===== src/common/ista_regs.svh =====
`ifndef ISTA_REGS_SVH
`define ISTA_REGS_SVH

// Widths of the byte, the address and the reload field
`define ISTA_BYTE_BITS 8
`define ISTA_ADDR_BITS 7
`define ISTA_RELOAD_BITS 7

// Bit counter values at the end of a byte
`define ISTA_RX_LAST 4'h8
`define ISTA_TX_LAST 4'h7

// Reset values
`define ISTA_CKR_RST 1'b1
`define ISTA_BUF_RST 8'h00

`endif


===== src/common/ista_pkg.sv =====
package ista_pkg;

  // Gray along idle, address, ack, receive; transmit branch off it
  typedef enum logic [2:0] {
    ST_IDLE = 3'b000,
    ST_ADDR = 3'b001,
    ST_RACK = 3'b011,
    ST_RXD  = 3'b010,
    ST_TXD  = 3'b110,
    ST_TACK = 3'b111,
    ST_WAIT = 3'b101
  } ista_state_t;

  typedef struct packed {
    logic read_write;
    logic receive_overflow_flag;
    logic buffer_full_flag;
  } ista_stat_t;

endpackage


===== src/verilog/ista_baud.sv =====
`timescale 1ns/1ps
`include "ista_regs.svh"

module ista_baud #(
  parameter int RW = `ISTA_RELOAD_BITS
) (
  // Clock and reset
  input wire logic ref_clk_in,
  input wire logic srst_in,
  // Arbitration
  input wire logic release_in,
  input wire logic scl_high_in,
  input wire logic [RW-1:0] reload_in,
  // Rate
  output logic tick_out,
  output logic hold_out
);

  logic [RW-1:0] baud_counter;
  logic armed;
  logic rel_q;
  wire reload_now;
  wire at_zero;

  assign hold_out = release_in && !scl_high_in;
  assign reload_now = release_in && scl_high_in && (armed || !rel_q);
  assign at_zero = (baud_counter == '0);
  assign tick_out = !hold_out && !reload_now && at_zero;

  always_ff @(posedge ref_clk_in) begin
    if (srst_in) begin
      baud_counter <= '0;
      armed <= 1'b0;
      rel_q <= 1'b0;
    end else begin
      rel_q <= release_in;
      if (hold_out) begin
        armed <= 1'b1;
      end else if (reload_now) begin
        baud_counter <= reload_in;
        armed <= 1'b0;
      end else begin
        if (!release_in) begin
          armed <= 1'b0;
        end
        if (at_zero) begin
          baud_counter <= reload_in;
        end else begin
          baud_counter <= baud_counter - 1'b1;
        end
      end
    end
  end
endmodule


===== src/verilog/ista_slave.sv =====
`timescale 1ns/1ps
`include "ista_regs.svh"

// What this block does
// Matched write address: clear rw, buffer, acknowledge
// No address acknowledge while full or overflowed
// Flag set per byte, cleared by software only
// Stretch after received byte until release set
// Matched read address: set rw, ack, stretch
// Transmit write also loads the shift register
// Transmit bits change on falling clock edges
// Sample master ack on ninth rising edge
// Not acknowledged: reset status, await Start
// Software reloads data then sets release
// Transmit flag set on ninth falling edge
// Master baud counter waits for clock high
// Clock high reloads baud counter, restarts count
// Match compares seven address bits, not rw
module ista_slave #(
  parameter int DW = `ISTA_BYTE_BITS,
  parameter int AW = `ISTA_ADDR_BITS
) (
  // Clock and reset
  input wire logic ref_clk_in,
  input wire logic srst_in,
  // Bus pins, open drain
  input wire logic scl_in,
  input wire logic sda_in,
  output logic scl_out,
  output logic scl_oe_out,
  output logic sda_out,
  output logic sda_oe_out,
  // Software control
  input wire logic [AW-1:0] own_addr_in,
  input wire logic stretch_enable_in,
  input wire logic clock_release_set_in,
  input wire logic tx_write_in,
  input wire logic [DW-1:0] tx_data_in,
  input wire logic buffer_read_in,
  input wire logic overflow_clear_in,
  input wire logic int_clear_in,
  // Master clock arbitration
  input wire logic master_scl_release_in,
  input wire logic [DW-1:0] baud_reload_value_in,
  output logic baud_tick_out,
  output logic baud_hold_out,
  // Status
  output logic [DW-1:0] port_data_buffer_out,
  output ista_pkg::ista_stat_t port_status_out,
  output logic clock_release_out,
  output logic port_interrupt_flag_out
);

  function automatic logic addr_hit_f(input logic [DW-1:0] b,
                                      input logic [AW-1:0] a);
    return b[DW-1:1] == a;
  endfunction

  ista_pkg::ista_state_t state;
  logic scl_meta;
  logic scl_s;
  logic scl_q;
  logic sda_meta;
  logic sda_s;
  logic sda_q;
  logic [DW-1:0] port_shift_reg;
  logic [DW-1:0] port_data_buffer;
  logic [3:0] bit_cnt;
  logic read_write;
  logic buffer_full_flag;
  logic receive_overflow_flag;
  logic port_interrupt_flag;
  logic clock_release;
  logic ack_drv;
  logic in_addr;
  logic nak_pend;

  wire scl_rise = scl_s && !scl_q;
  wire scl_fall = !scl_s && scl_q;
  wire start_seen = scl_s && scl_q && sda_q && !sda_s;
  wire stop_seen = scl_s && scl_q && !sda_q && sda_s;
  wire ovf = buffer_full_flag || receive_overflow_flag;
  wire byte_end = scl_fall && (bit_cnt == `ISTA_RX_LAST);
  wire addr_hit = addr_hit_f(port_shift_reg, own_addr_in);
  wire rx_state = (state == ista_pkg::ST_ADDR) ||
                  (state == ista_pkg::ST_RXD);
  wire shift_busy = (rx_state && scl_rise) ||
                    (state == ista_pkg::ST_TXD && scl_fall);
  wire tx_drive_low = (state == ista_pkg::ST_TXD) &&
                      !port_shift_reg[DW-1];

  // Only low is ever driven; the pull-up makes the high level
  assign scl_out = 1'b0;
  assign sda_out = 1'b0;
  assign scl_oe_out = !clock_release;
  assign sda_oe_out = ((state == ista_pkg::ST_RACK) && ack_drv) ||
                      tx_drive_low;
  assign port_data_buffer_out = port_data_buffer;
  assign port_status_out = '{read_write: read_write,
                             receive_overflow_flag: receive_overflow_flag,
                             buffer_full_flag: buffer_full_flag};
  assign clock_release_out = clock_release;
  assign port_interrupt_flag_out = port_interrupt_flag;

  always_ff @(posedge ref_clk_in) begin
    if (srst_in) begin
      scl_meta <= 1'b1;
      scl_s <= 1'b1;
      scl_q <= 1'b1;
      sda_meta <= 1'b1;
      sda_s <= 1'b1;
      sda_q <= 1'b1;
    end else begin
      scl_meta <= scl_in;
      scl_s <= scl_meta;
      scl_q <= scl_s;
      sda_meta <= sda_in;
      sda_s <= sda_meta;
      sda_q <= sda_s;
    end
  end

  // Software clears come first so a same-cycle hardware set wins
  always_ff @(posedge ref_clk_in) begin
    if (srst_in) begin
      state <= ista_pkg::ST_IDLE;
      port_shift_reg <= `ISTA_BUF_RST;
      port_data_buffer <= `ISTA_BUF_RST;
      bit_cnt <= 4'h0;
      read_write <= 1'b0;
      buffer_full_flag <= 1'b0;
      receive_overflow_flag <= 1'b0;
      port_interrupt_flag <= 1'b0;
      clock_release <= `ISTA_CKR_RST;
      ack_drv <= 1'b0;
      in_addr <= 1'b0;
      nak_pend <= 1'b0;
    end else begin
      if (int_clear_in) begin
        port_interrupt_flag <= 1'b0;
      end
      if (buffer_read_in) begin
        buffer_full_flag <= 1'b0;
      end
      if (overflow_clear_in) begin
        receive_overflow_flag <= 1'b0;
      end
      if (tx_write_in) begin
        port_data_buffer <= tx_data_in;
        port_shift_reg <= tx_data_in;
        buffer_full_flag <= 1'b1;
      end
      if (start_seen) begin
        state <= ista_pkg::ST_ADDR;
        bit_cnt <= 4'h0;
        in_addr <= 1'b1;
        ack_drv <= 1'b0;
        nak_pend <= 1'b0;
      end else if (stop_seen) begin
        state <= ista_pkg::ST_IDLE;
        ack_drv <= 1'b0;
      end else begin
        unique case (state)
          ista_pkg::ST_IDLE: begin
          end
          ista_pkg::ST_WAIT: begin
            if (scl_fall && nak_pend) begin
              port_interrupt_flag <= 1'b1;
              nak_pend <= 1'b0;
            end
          end
          ista_pkg::ST_ADDR, ista_pkg::ST_RXD: begin
            if (scl_rise) begin
              port_shift_reg <= {port_shift_reg[DW-2:0], sda_s};
              bit_cnt <= bit_cnt + 4'h1;
            end else if (byte_end) begin
              bit_cnt <= 4'h0;
              if (state == ista_pkg::ST_ADDR) begin
                if (addr_hit && !ovf) begin
                  state <= ista_pkg::ST_RACK;
                  ack_drv <= 1'b1;
                  port_data_buffer <= port_shift_reg;
                  buffer_full_flag <= 1'b1;
                  read_write <= port_shift_reg[0];
                  port_interrupt_flag <= 1'b1;
                end else begin
                  state <= ista_pkg::ST_WAIT;
                end
              end else begin
                state <= ista_pkg::ST_RACK;
                port_interrupt_flag <= 1'b1;
                if (ovf) begin
                  ack_drv <= 1'b0;
                  receive_overflow_flag <= 1'b1;
                end else begin
                  ack_drv <= 1'b1;
                  port_data_buffer <= port_shift_reg;
                  buffer_full_flag <= 1'b1;
                end
              end
            end
          end
          ista_pkg::ST_RACK: begin
            if (scl_fall) begin
              ack_drv <= 1'b0;
              bit_cnt <= 4'h0;
              in_addr <= 1'b0;
              if (in_addr && read_write) begin
                state <= ista_pkg::ST_TXD;
                clock_release <= 1'b0;
              end else begin
                state <= ista_pkg::ST_RXD;
                if (stretch_enable_in) begin
                  clock_release <= 1'b0;
                end
              end
            end
          end
          ista_pkg::ST_TXD: begin
            if (scl_fall) begin
              if (bit_cnt == `ISTA_TX_LAST) begin
                state <= ista_pkg::ST_TACK;
                bit_cnt <= 4'h0;
                buffer_full_flag <= 1'b0;
              end else begin
                port_shift_reg <= {port_shift_reg[DW-2:0], 1'b0};
                bit_cnt <= bit_cnt + 4'h1;
              end
            end
          end
          ista_pkg::ST_TACK: begin
            if (scl_rise && sda_s) begin
              state <= ista_pkg::ST_WAIT;
              read_write <= 1'b0;
              buffer_full_flag <= 1'b0;
              nak_pend <= 1'b1;
            end else if (scl_fall) begin
              state <= ista_pkg::ST_TXD;
              port_interrupt_flag <= 1'b1;
              clock_release <= 1'b0;
            end
          end
        endcase
      end
      // A release request is never lost against a new stretch
      if (clock_release_set_in) begin
        clock_release <= 1'b1;
      end
    end
  end

  ista_baud #(
    .RW(`ISTA_RELOAD_BITS)
  ) u_baud (
    .ref_clk_in(ref_clk_in),
    .srst_in(srst_in),
    .release_in(master_scl_release_in),
    .scl_high_in(scl_s),
    .reload_in(baud_reload_value_in[`ISTA_RELOAD_BITS-1:0]),
    .tick_out(baud_tick_out),
    .hold_out(baud_hold_out)
  );
endmodule

===== config.mk =====
export PLATFORM = sky130hd
export DESIGN_NAME = ista_slave
export DESIGN_NICKNAME = d
export VERILOG_FILES = /design/src/common/ista_pkg.sv /design/src/verilog/ista_baud.sv /design/src/verilog/ista_slave.sv
export VERILOG_INCLUDE_DIRS = /design/src /design/src/common
export SDC_FILE = /design/constraint.sdc
export NUM_CORES = 1
export LEC_CHECK = 0
export BUFFER_PORTS_ARGS = -buffer_cell sky130_fd_sc_hd__buf_2
export CORE_AREA = 4 4 73 75
export CTS_BUF_LIST = sky130_fd_sc_hd__clkbuf_2
export DETAILED_ROUTE_END_ITERATION = 6
export DIE_AREA = 0 0 77 79
export PLACE_DENSITY = 0.85
export SETUP_SLACK_MARGIN = 0.1
export SYNTH_ARGS = -nofsm -noshare
export SYNTH_HDL_FRONTEND = slang
export SYNTH_SLANG_ARGS = --single-unit

===== constraint.sdc =====
create_clock -name ref_clk_in -period 3.45 [get_ports ref_clk_in]
set_input_delay 0.345 -clock ref_clk_in [delete_from_list [all_inputs] [get_ports ref_clk_in]]
set_output_delay 0.345 -clock ref_clk_in [all_outputs]
set_load 0.01 [all_outputs]

# ---- After elaboration in Yosys (flattened, before gate mapping)
# Cells that the tools add are included.
dict set report word_totals {
  ff_bits 46
  latchBits 0
  ramBits 0
  rom_bits 0
  inputBits 34
  output_inout_bits 19
  elab_cells 208
  mem_count 0
}
dict set report op_classes {
  add_sub_neg 2
  mul 0
  div 0
  order_cmp 0
  eq_ne 32
  n_shift 0
  mux 96
  bitwise_logic 2
  n_reduce_logical 54
}
# op n
set ops {}
lappend ops {{$mux 8} 15}
lappend ops {{$mux 1} 55}
lappend ops {{$mux 3} 10}
lappend ops {{$ne 2x2->1 const B} 11}
lappend ops {{$reduce_and 7->1} 3}
lappend ops {{$mux 4} 5}
lappend ops {{$logic_and 1x1->1} 19}
lappend ops {{$ne 4x4->1 const B} 4}
lappend ops {{$pmux 8 s2} 1}
lappend ops {{$mux 7} 2}
lappend ops {{$pmux 3 s4} 1}
lappend ops {{$pmux 4 s3} 1}
lappend ops {{$reduce_bool 2->1} 6}
lappend ops {{$logic_not 1->1} 10}
lappend ops {{$reduce_and 5->1} 2}
lappend ops {{$eq 3x3->1 const B} 3}
lappend ops {{$ne 3x3->1 const B} 3}
lappend ops {{$pmux 1 s2} 4}
lappend ops {{$reduce_and 8->1} 1}
lappend ops {{$eq 7x7->1} 1}
lappend ops {{$logic_not 7->1} 1}
lappend ops {{$sub 7x1->7 const B} 1}
lappend ops {{$eq 3x2->1 const B} 2}
lappend ops {{$pmux 1 s3} 2}
lappend ops {{18 further kinds} 23}

# ---- Logic depth before layout (Yosys ltp)
# Gate-level depths: netlist of run 1.
dict set report depth {
  depth_word 10
  ltp_mapped 8
  mapped_depth_nobuf 7
}

# ---- Cells and area by module
# Synthesis of run 1 repeated with hierarchy kept, for this count alone.
dict set report hier_totals {
  hier_cells 332
  area_unflattened_um2 2945.3
}
# module n_inst cells_per_inst area_each_um2 seq_area_each_um2
set by_module_without_submodules {}
lappend by_module_without_submodules {ista_slave 1 263 2374.8 740.7}
lappend by_module_without_submodules {ista_baud 1 69 570.5 180.2}

# ---- Worst setup path after synthesis of run 1
# Ideal clock, no wire load.
dict set report synth_path {
  kind {register -> output}
  start {register u_baud.baud_counter[0]}
  end {output port baud_tick_out}
  t_arrival_ps 1755
  required_time_ps 3105
  slack_ps 1350
  stages_incl_launch_ff 7
  n_path_buf 1
  path_cell_list {dfxtp_1 > inv_1 > ha_1 > or3b_4 > or4_1 > buf_2 > nor3_1}
}
dict set report synth_between {
  elab_chain_len 2
}
# item line
set synth_lines {}
lappend synth_lines {{start, declared} ista_baud.sv:19} ;# logic [RW-1:0] baud_counter;
lappend synth_lines {{start signal, assigned} ista_baud.sv:40} ;# baud_counter <= reload_in;
lappend synth_lines {{start signal, assigned} ista_baud.sv:47} ;# baud_counter <= reload_in;
lappend synth_lines {{start signal, assigned} ista_baud.sv:49} ;# baud_counter <= baud_counter - 1'b1;
lappend synth_lines {{$logic_not 7->1} ista_baud.sv:27} ;# assign at_zero = (baud_counter == '0);
lappend synth_lines {{$logic_and 1x1->1} ista_baud.sv:28} ;# assign tick_out = !hold_out && !reload_now && at_zero;
lappend synth_lines {{end, declared} ista_slave.sv:45} ;# output logic baud_tick_out,
# No other way between the ends.

# ---- Worst setup path in the final report of run 1
# Ends and elaborated chain as after synthesis.

==> results of run 1 <==
[per-layer routing]
layer | track usage | vias up
li1 | - | 1261
met1 | 0.305 | 1187
met2 | 0.355 | 95
met3 | 0.0454 | 14
met4 | 0.0819 | 0
met5 | 0 | -
[power by group through the flow]
stage | clock network (mW) | registers [mW] | logic [mW]
global placement | 0 | 0.618 | 0.241
CTS | 0.206 | 0.608 | 0.249
global route | 0.231 | 0.617 | 0.279
floorplan | 0 | 0.607 | 0.198
detailed placement | 0 | 0.619 | 0.247
finish | 0.201 | 0.610 | 0.249
[stage by stage]
stage	cells	setup WS, ps
finish	409	741
global route	409	605
CTS	409	725
detailed placement	403	1120
global placement	403	1190
floorplan	328	1350
[cells in the final DEF, fill, tap and decap left out, drive strengths merged, types with 2 or more instances in the layout]
cell type  instances
o221ai             2
o211a              3
nor4               5
nor4b              2
a31o               9
a32oi              2
or3b               2
dfxtp             46
nor2              23
nand2             19
nand4b             3
buf               50
xor2               8
or4                3
mux2i             15
nand3              9
and3               2
ha                 3
nor2b              8
and2               2
clkbuf             5
o32ai              3
conb               2
a21boi             6
a21oi             15
inv               13
o21ai             17
or2                7
nand2b             4
or3                2
a211oi            18
o311a              2
o211ai             5
nand3b             3
a31oi              8
nor3              11
o21a               2
[how the worst max path moves through the flow]
stage	start	endpoint	slack, ps	depth (start not counted)
2_1_floorplan	u_baud.baud_counter[0]	baud_tick_out	1350	6
3_3_place_gp	state[2]	bit_cnt[3]	1190	5
3_5_place_dp	state[2]	port_shift_reg[1]	1120	5
4_1_cts	u_baud.baud_counter[0]	baud_tick_out	730	6
5_1_grt	u_baud.baud_counter[0]	baud_tick_out	600	6
6_report	u_baud.baud_counter[0]	baud_tick_out	740	6
[critical path, stage by stage (launching register included)]
cell and delay (ps):
dfxtp_1 380, inv_1 80, ha_1 170, or3b_4 420
or4_1 550, nor3_1 210, buf_2 150
[layout make-up]
class                   instances  area [um^2]  share of cell area
clock buffers                   5         25.0             0.00852
multi-input cells             240         1620               0.551
clock inverters                 1         3.75             0.00128
well taps                      54         67.6              0.0230
inverters                      13         48.8              0.0166
repair buffers                 50          253              0.0861
flip-flops and latches         46          921               0.314
[logic make-up (layout without fill, tap and decap cells)]
logic type	after synthesis	in the layout
and+or+nand+nor	109	109
AOI/OAI and AO/OA	101	101
DFF	46	46
buffers and inverters	42	69
muxes	16	16
xor gates and xnor gates	9	9
adders and majority gates	3	3
other	1	2
==> out/metrics.cfg, run 1 <==
[run_status]
outcome=finished clean

[setup_path]
reg2reg_depth=5
worstSetupStartpointType=flip-flop
critPathCaptureType=output pin
worstPathRequired_ps=3110
cp_max_fo=6
worstReg2RegStart=state[2]
critPathArrivalTime_ps=2360
timing_worst_setup_path_type=flip-flop to output pin
rr_endpoint=port_shift_reg[1]
r2r_slack_ps=1060

[layout]
area_growth_syn_to_layout_pct=7.61
drive_gt1_frac=0.231
postLayoutCellArea_mm2=0.00294
num-nets-final=393
util_after_layout=0.630
fillerInstances=416
antenna_cells_inserted=0

[pwr]
cell_internal_pwr_mw=0.724
p_total_mw=1.06
switching_power_summed_over_all_nets_mw=0.335
cellLeakagePower_nw=1.24
cellPowerDensity_mw_per_mm2=361
p_comb_frac=0.235
clockPowerShare=0.189
power_frac_seq=0.575
power.switching_fraction=0.316
vdd.ir_drop.worst_mv=0.314

[timing]
report.final.hold_viol_count=0
setup_tns_ps=0
worst_hold_slack_ps=102
maxSlewViolCount=0
maxSlewHeadroom=0.420
setup_violations=0
max_freq_ghz=0.369
unrepaired_setup_endpoints_after_global_routing=false
max_slew.worst_pin.slew_ps=870
fin_crit_sh=0.785
final.setup_skew_ps=10.8
timing.final.crit_period_ps=2710

[logic_synthesis]
post_synth_top_area_share=0.337
synth-async-reset-ratio=0
ranking_of_synthesized_cells_by_instance_count=46 x dfxtp_1, 22 x nor2_1, 19 x nand2_1, 17 x a211oi_1
postSynthAreaPerCell_um2=8.35
synth_adder_area_share=0.0138
synth.mux.area_fraction=0.0591
synth_largest_area_cell=dfxtp_1
dominantRegCellSynth=dfxtp_1
yosys.area_share.simple=0.222
synthXorXnorAreaFrac=0.0289
synth_top_family_by_area=compound AO/OA/AOI/OAI gates
synth-seq-cells=46
synth_compound_gate_area_share=0.266
synth_warnings=0
synthTopCellsByArea=dfxtp_1 34%, mux2i_1 5.5%, a211oi_1 4.7%
synth-edff-count=0
synth.cell_area_mm2=0.00273
synth_sequential_area_ratio=0.337
yosys.cell_count.top_type=dfxtp_1
synth.lib_cells_used.distinct=64
number_of_instances_in_the_synthesized_netlist=327

[drt]
wl_met3_um=402
drc=0
detail_route.first_pass.iterations=4
ant_nets=0
dr.first_iter.drc_count=272
wl_met1_um=2930
maxUsedRoutingLayer=met4
detailroute.via_count=2557
postRouteWirelength_um=6480
vias_per_cell=6.25
met2RoutedLength_um=3010
wl_per_cell_um=15.8

[flow_run]
max_cap_viol_count=0

[clock_tree]
htreeDepth=2
worst_setup_hold_path_clk_slew_ps=210
cts_tree=yes
ctsHoldBuffers=0
clock_sink_count=46
clock_tree.buffer_depth=2
cts_setup_buffers=0
clkLatencyLatePin_ps=400
cts_root_buffer=clkbuf_2
cts-buffers-inserted=5
ctsResizeCount=0

[placed_design]
gp_routability_congestion=0.891
numPortBuffers=49
detailedPlacementHpwl_um=4590
placed_cell_area_mm2=0.00291

[hold_path]
hold_path_depth=2
worst_hold_path.endpoint=scl_meta
min-delay-path-class=input pin to flip-flop
worst_hold_startpoint=scl_in

[floorplan]
dieWidth_um=77
die_area_mm2=0.00608
die_span_y_um=79
ioPinCount=53
design.core.area_mm2=0.00466
rows=25
start_util=0.586

[grt]
grt_pass1_wl_um=11200
grt_start_max_net_pins=38
antenna_found_initial=0
global_route.usage.total=0.225
gr-total-overflow=0
number_of_global_route_vias_before_repair=2410

Note: power is estimated with default switching activity, not from simulation.
==> run 2, diff against run 1 <==
Settings changed: CORE_AREA 4 4 73 75 to 4 4 75 77, DIE_AREA 0 0 77 79 to 0 0 79 81, PLACE_DENSITY 0.85 to 0.81.
Clock period 3.45 ns to 2.7 ns, I/O delays scaled along.
==> out/metrics.cfg, run 2 (synthesis results as in run 1) <==
[placed_design]
placed_cells=424
numPortBuffers=49
gp_routability_congestion=0.877
detailedPlacementHpwl_um=4770
placed_cell_area_mm2=0.00297

[setup_path]
timing_worst_setup_path_type=flip-flop to output pin
worstPathRequired_ps=2430
reg2reg_depth=5
critPathArrivalTime_ps=2250
worstReg2RegStart=scl_s
worstSetupStartpointType=flip-flop
critPathCaptureType=output pin
rr_endpoint=bit_cnt[2]
cp_max_fo=5
r2r_slack_ps=550

[pwr]
switching_power_summed_over_all_nets_mw=0.463
power_frac_seq=0.508
cellPowerDensity_mw_per_mm2=494
cell_internal_pwr_mw=1.07
clockPowerShare=0.243
vdd.ir_drop.worst_mv=0.392
cellLeakagePower_nw=1.31
p_comb_frac=0.249
p_total_mw=1.53
power.switching_fraction=0.303

[timing]
worst_hold_slack_ps=23.6
setup_tns_ps=0
fin_crit_sh=0.934
setup_violations=0
max_freq_ghz=0.396
final.setup_skew_ps=13.5
max_slew.worst_pin.slew_ps=598
unrepaired_setup_endpoints_after_global_routing=true
timing.final.crit_period_ps=2520
report.final.hold_viol_count=0
maxSlewViolCount=0
maxSlewHeadroom=0.598

[grt]
grt_start_max_net_pins=37
gr-total-overflow=0
number_of_global_route_vias_before_repair=2421
global_route.usage.total=0.215
grt_pass1_wl_um=11100
antenna_found_initial=0

[drt]
vias_per_cell=6.03
detail_route.first_pass.iterations=6
postRouteWirelength_um=6690
ant_nets=0
wl_per_cell_um=15.3
dr.first_iter.drc_count=352
drc=0
detailroute.via_count=2637

[floorplan]
design.core.area_mm2=0.00501
start_util=0.545
ioPinCount=53
rows=26
die_area_mm2=0.00640
dieWidth_um=79
die_span_y_um=81

[layout]
area_growth_syn_to_layout_pct=13.4
antenna_cells_inserted=0
stdcell_count=437
drive_gt1_frac=0.272
layout_common_cells=49 x buf_2, 44 x dfxtp_1, 22 x nor2_1
postLayoutCellArea_mm2=0.00310
leading_cell_type_in_the_layout_fill_and_taps_excluded=buf_2
fillerInstances=448
num-nets-final=404

[run_status]
outcome=finished clean

[clock_tree]
cts_tree=yes
clkLatencyLatePin_ps=410
clock_sink_count=46
htreeDepth=2
cts-buffers-inserted=5
worst_setup_hold_path_clk_slew_ps=220
cts_root_buffer=clkbuf_2
clock_tree.buffer_depth=2

[hold_path]
worst_hold_path.endpoint=clock_release_out
hold_path_depth=3
worst_hold_startpoint=clock_release_set_in
min-delay-path-class=input pin to flip-flop

[flow_run]
max_cap_viol_count=0

run 2: cell types whose count changed in the layout (fill, tap and decap cells not counted), moves of 2 or more:
| cell | previous run | this run |
|---|---|---|
| buf_4 | 1 | 11 |
| dfxtp_1 | 46 | 44 |
| dfxtp_2 | 0 | 2 |
| inv_1 | 11 | 9 |
| inv_2 | 2 | 4 |
run 2: through the flow:
step / utilization / setup slack, ps
after CTS: 0.604 / 156
after global routing: 0.618 / 72.9
after global placement: 0.592 / 608
final: 0.618 / 178
after floorplan: - / 675
after detailed placement: 0.592 / 570
run 2: how the worst max path moves through the flow:
stage,startpoint,endpoint,slack [ps],cells past startpoint
floorplan,u_baud.baud_counter[0],baud_tick_out,670,6
finish,u_baud.baud_counter[0],baud_tick_out,180,6
global route,u_baud.baud_counter[0],baud_tick_out,70,6
global placement,u_baud.baud_counter[0],baud_tick_out,610,6
detailed placement,u_baud.baud_counter[0],baud_tick_out,570,6
CTS,u_baud.baud_counter[0],baud_tick_out,160,6
run 2: per-layer routing:
metal  share of wire  global-route usage
met1            0.44               0.280
met5               0                   0
met3           0.054              0.0322
met2            0.48               0.362
met4           0.022              0.0790
run 2: area by class of cell:
class	instances	area [um^2]	share of cell area
Multi-Input combinational cell	240	1640	0.530
Sequential cell	46	923	0.298
Timing Repair Buffer	61	338	0.109
Tap cell	70	87.6	0.0283
Inverter	13	48.8	0.0158
Clock inverter	2	33.8	0.0109
Clock buffer	5	25.0	0.00808
run 2: repair_timing:
action / in CTS / in global routing
buffers inserted: 0 / 5
pin swaps: 0 / 3
endpoints found under the hold margin: 0 / 1
setup endpoints to repair: 1 / 1
gates resized for setup: 1 / 7
cloned: 0 / 0
hold buffers: 0 / 1
run 2: power by group through the flow:
stage | Sequential [mW] | Clock [mW] | Combinational (mW)
after floorplan | 0.775 | 0 | 0.253
after global placement | 0.785 | 0 | 0.314
after detailed placement | 0.786 | 0 | 0.324
after CTS | 0.774 | 0.381 | 0.330
after global routing | 0.785 | 0.405 | 0.422
final | 0.777 | 0.371 | 0.380
run 2: worst max-delay path, stage by stage (launching register included):
cell and delay (ps):
dfxtp_2 390, inv_2 80, ha_4 130, or3b_4 390
or4_4 530, nor3_2 190, buf_2 150
==> run 3, diff against run 2 <==
Settings changed: REMOVE_ABC_BUFFERS from default to 1.
==> out/metrics.cfg, run 3 (synthesis results as in run 1) <==
[drt]
ant_nets=0
wl_per_cell_um=15.5
postRouteWirelength_um=6760
detail_route.first_pass.iterations=5
vias_per_cell=6.07
dr.first_iter.drc_count=297
detailroute.via_count=2653
drc=0

[hold_path]
worst_hold_startpoint=sda_in
min-delay-path-class=input pin to flip-flop
hold_path_depth=2

[layout]
num-nets-final=403
multiInputGateArea_mm2=0.00163
util_after_layout=0.610
regArea_um2=922
stdcell_count=437
fillerInstances=482
leading_cell_type_in_the_layout_fill_and_taps_excluded=buf_2
area_growth_syn_to_layout_pct=12.0
drive_gt1_frac=0.264
layout_common_cells=49 x buf_2, 45 x dfxtp_1, 22 x nor2_1
antenna_cells_inserted=0
postLayoutCellArea_mm2=0.00306

[pwr]
p_comb_frac=0.256
power_frac_seq=0.547
switching_power_summed_over_all_nets_mw=0.454
clockPowerShare=0.197
cellLeakagePower_nw=1.30
power.switching_fraction=0.320
vdd.ir_drop.worst_mv=0.430
cellPowerDensity_mw_per_mm2=464
cell_internal_pwr_mw=0.965

[setup_path]
worstSetupStartpointType=flip-flop
cpLargestDelayFamily=simple AND/OR/NAND/NOR gates
worstPathRequired_ps=2430
critPathArrivalTime_ps=2200
reg2reg_depth=8
cp_max_fo=4
timing_worst_setup_path_type=flip-flop to output pin
maximum_single_stage_delay_on_the_critical_path_ps=510
worstPathBufferInverterCount=2
worstReg2RegStart=u_baud.baud_counter[0]
cp_cell_sequence=inv_1 -> ha_2 -> or3b_4 -> or4_4 -> nor3_2 -> buf_2
crit_start=u_baud.baud_counter[0]
crit_slowest_cell=or4_4
path_depth=6
critPathCaptureType=output pin

[timing]
report.final.hold_viol_count=0
fin_crit_sh=0.914
setup_tns_ps=0
final.setup_skew_ps=23.9
max_freq_ghz=0.405
timing.final.crit_period_ps=2470
maxSlewHeadroom=0.587
setup_violations=0
maxSlewViolCount=0
unrepaired_setup_endpoints_after_global_routing=false
max_slew.worst_pin.slew_ps=616

[grt]
gr-total-overflow=0
grt_pass1_wl_um=11100
grt_start_max_net_pins=22
number_of_global_route_vias_before_repair=2395
global_route.usage.total=0.213
antenna_found_initial=0

[placed_design]
placed_cells=425
numPortBuffers=49
gp_routability_congestion=0.899
detailedPlacementHpwl_um=4870
placed_cell_area_mm2=0.00297

[clock_tree]
worst_setup_hold_path_clk_slew_ps=220
cts-buffers-inserted=5
cts_root_buffer=clkbuf_2
htreeDepth=2
clkLatencyLatePin_ps=410
cts_tree=yes
clock_tree.buffer_depth=2
clock_sink_count=46

[floorplan]
start_util=0.545
die_area_mm2=0.00640
dieWidth_um=79
design.core.area_mm2=0.00501
ioPinCount=53
rows=26
die_span_y_um=81

[flow_run]
max_cap_viol_count=0

[run_status]
outcome=finished clean

## run 3: final cells by class
cell class / instances / share of cell area
tap: 70 / 0.0287
multi-input combinational: 240 / 0.533
timing repair buffer: 60 / 0.108
inverter: 13 / 0.0160
clock inverter: 2 / 0.00287
clock buffer: 6 / 0.00982
sequential: 46 / 0.302
## run 3: what timing repair did
item | in CTS | in global routing
endpoints found under the setup margin | 1 | 1
setup buffers | 0 | 3
hold buffers | 0 | 1
resized for setup | 1 | 3
gates cloned | 0 | 0
hold endpoints to repair | 0 | 1
pin swaps | 0 | 2
## run 3: layer usage
metal / track usage / share of wire / up-vias
li1: - / - / 1275
met1: 0.282 / 0.43 / 1247
met2: 0.360 / 0.49 / 122
met3: 0.0410 / 0.067 / 9
met4: 0.0533 / 0.012 / 0
met5: 0 / 0 / -
## run 3: worst paths after layout
| path | to | slack [ps] |
|---|---|---|
| max | baud_tick_out | 230 |
| min | sda_meta | 30 |
| max reg2reg | u_baud.baud_counter[4] | 490 |
| min reg2reg | scl_s | 440 |
## run 3: metrics by stage
| stage | hold WS, ps | total power [mW] | worst slack [ps] |
|---|---|---|---|
| 2_1_floorplan | 335 | 1.00 | 691 |
| 3_3_place_gp | 393 | 1.10 | 580 |
| 3_5_place_dp | 399 | 1.11 | 536 |
| 4_1_cts | 6.91 | 1.40 | 146 |
| 5_1_grt | 0.144 | 1.51 | 123 |
| 6_report | 28.7 | 1.42 | 232 |
## run 3: power by group through the flow
stage	Combinational [mW]	Clock [mW]	Sequential (mW)
global placement	0.316	0	0.784
CTS	0.334	0.290	0.774
detailed placement	0.328	0	0.786
global route	0.402	0.324	0.783
finish	0.363	0.280	0.776
floorplan	0.221	0	0.782
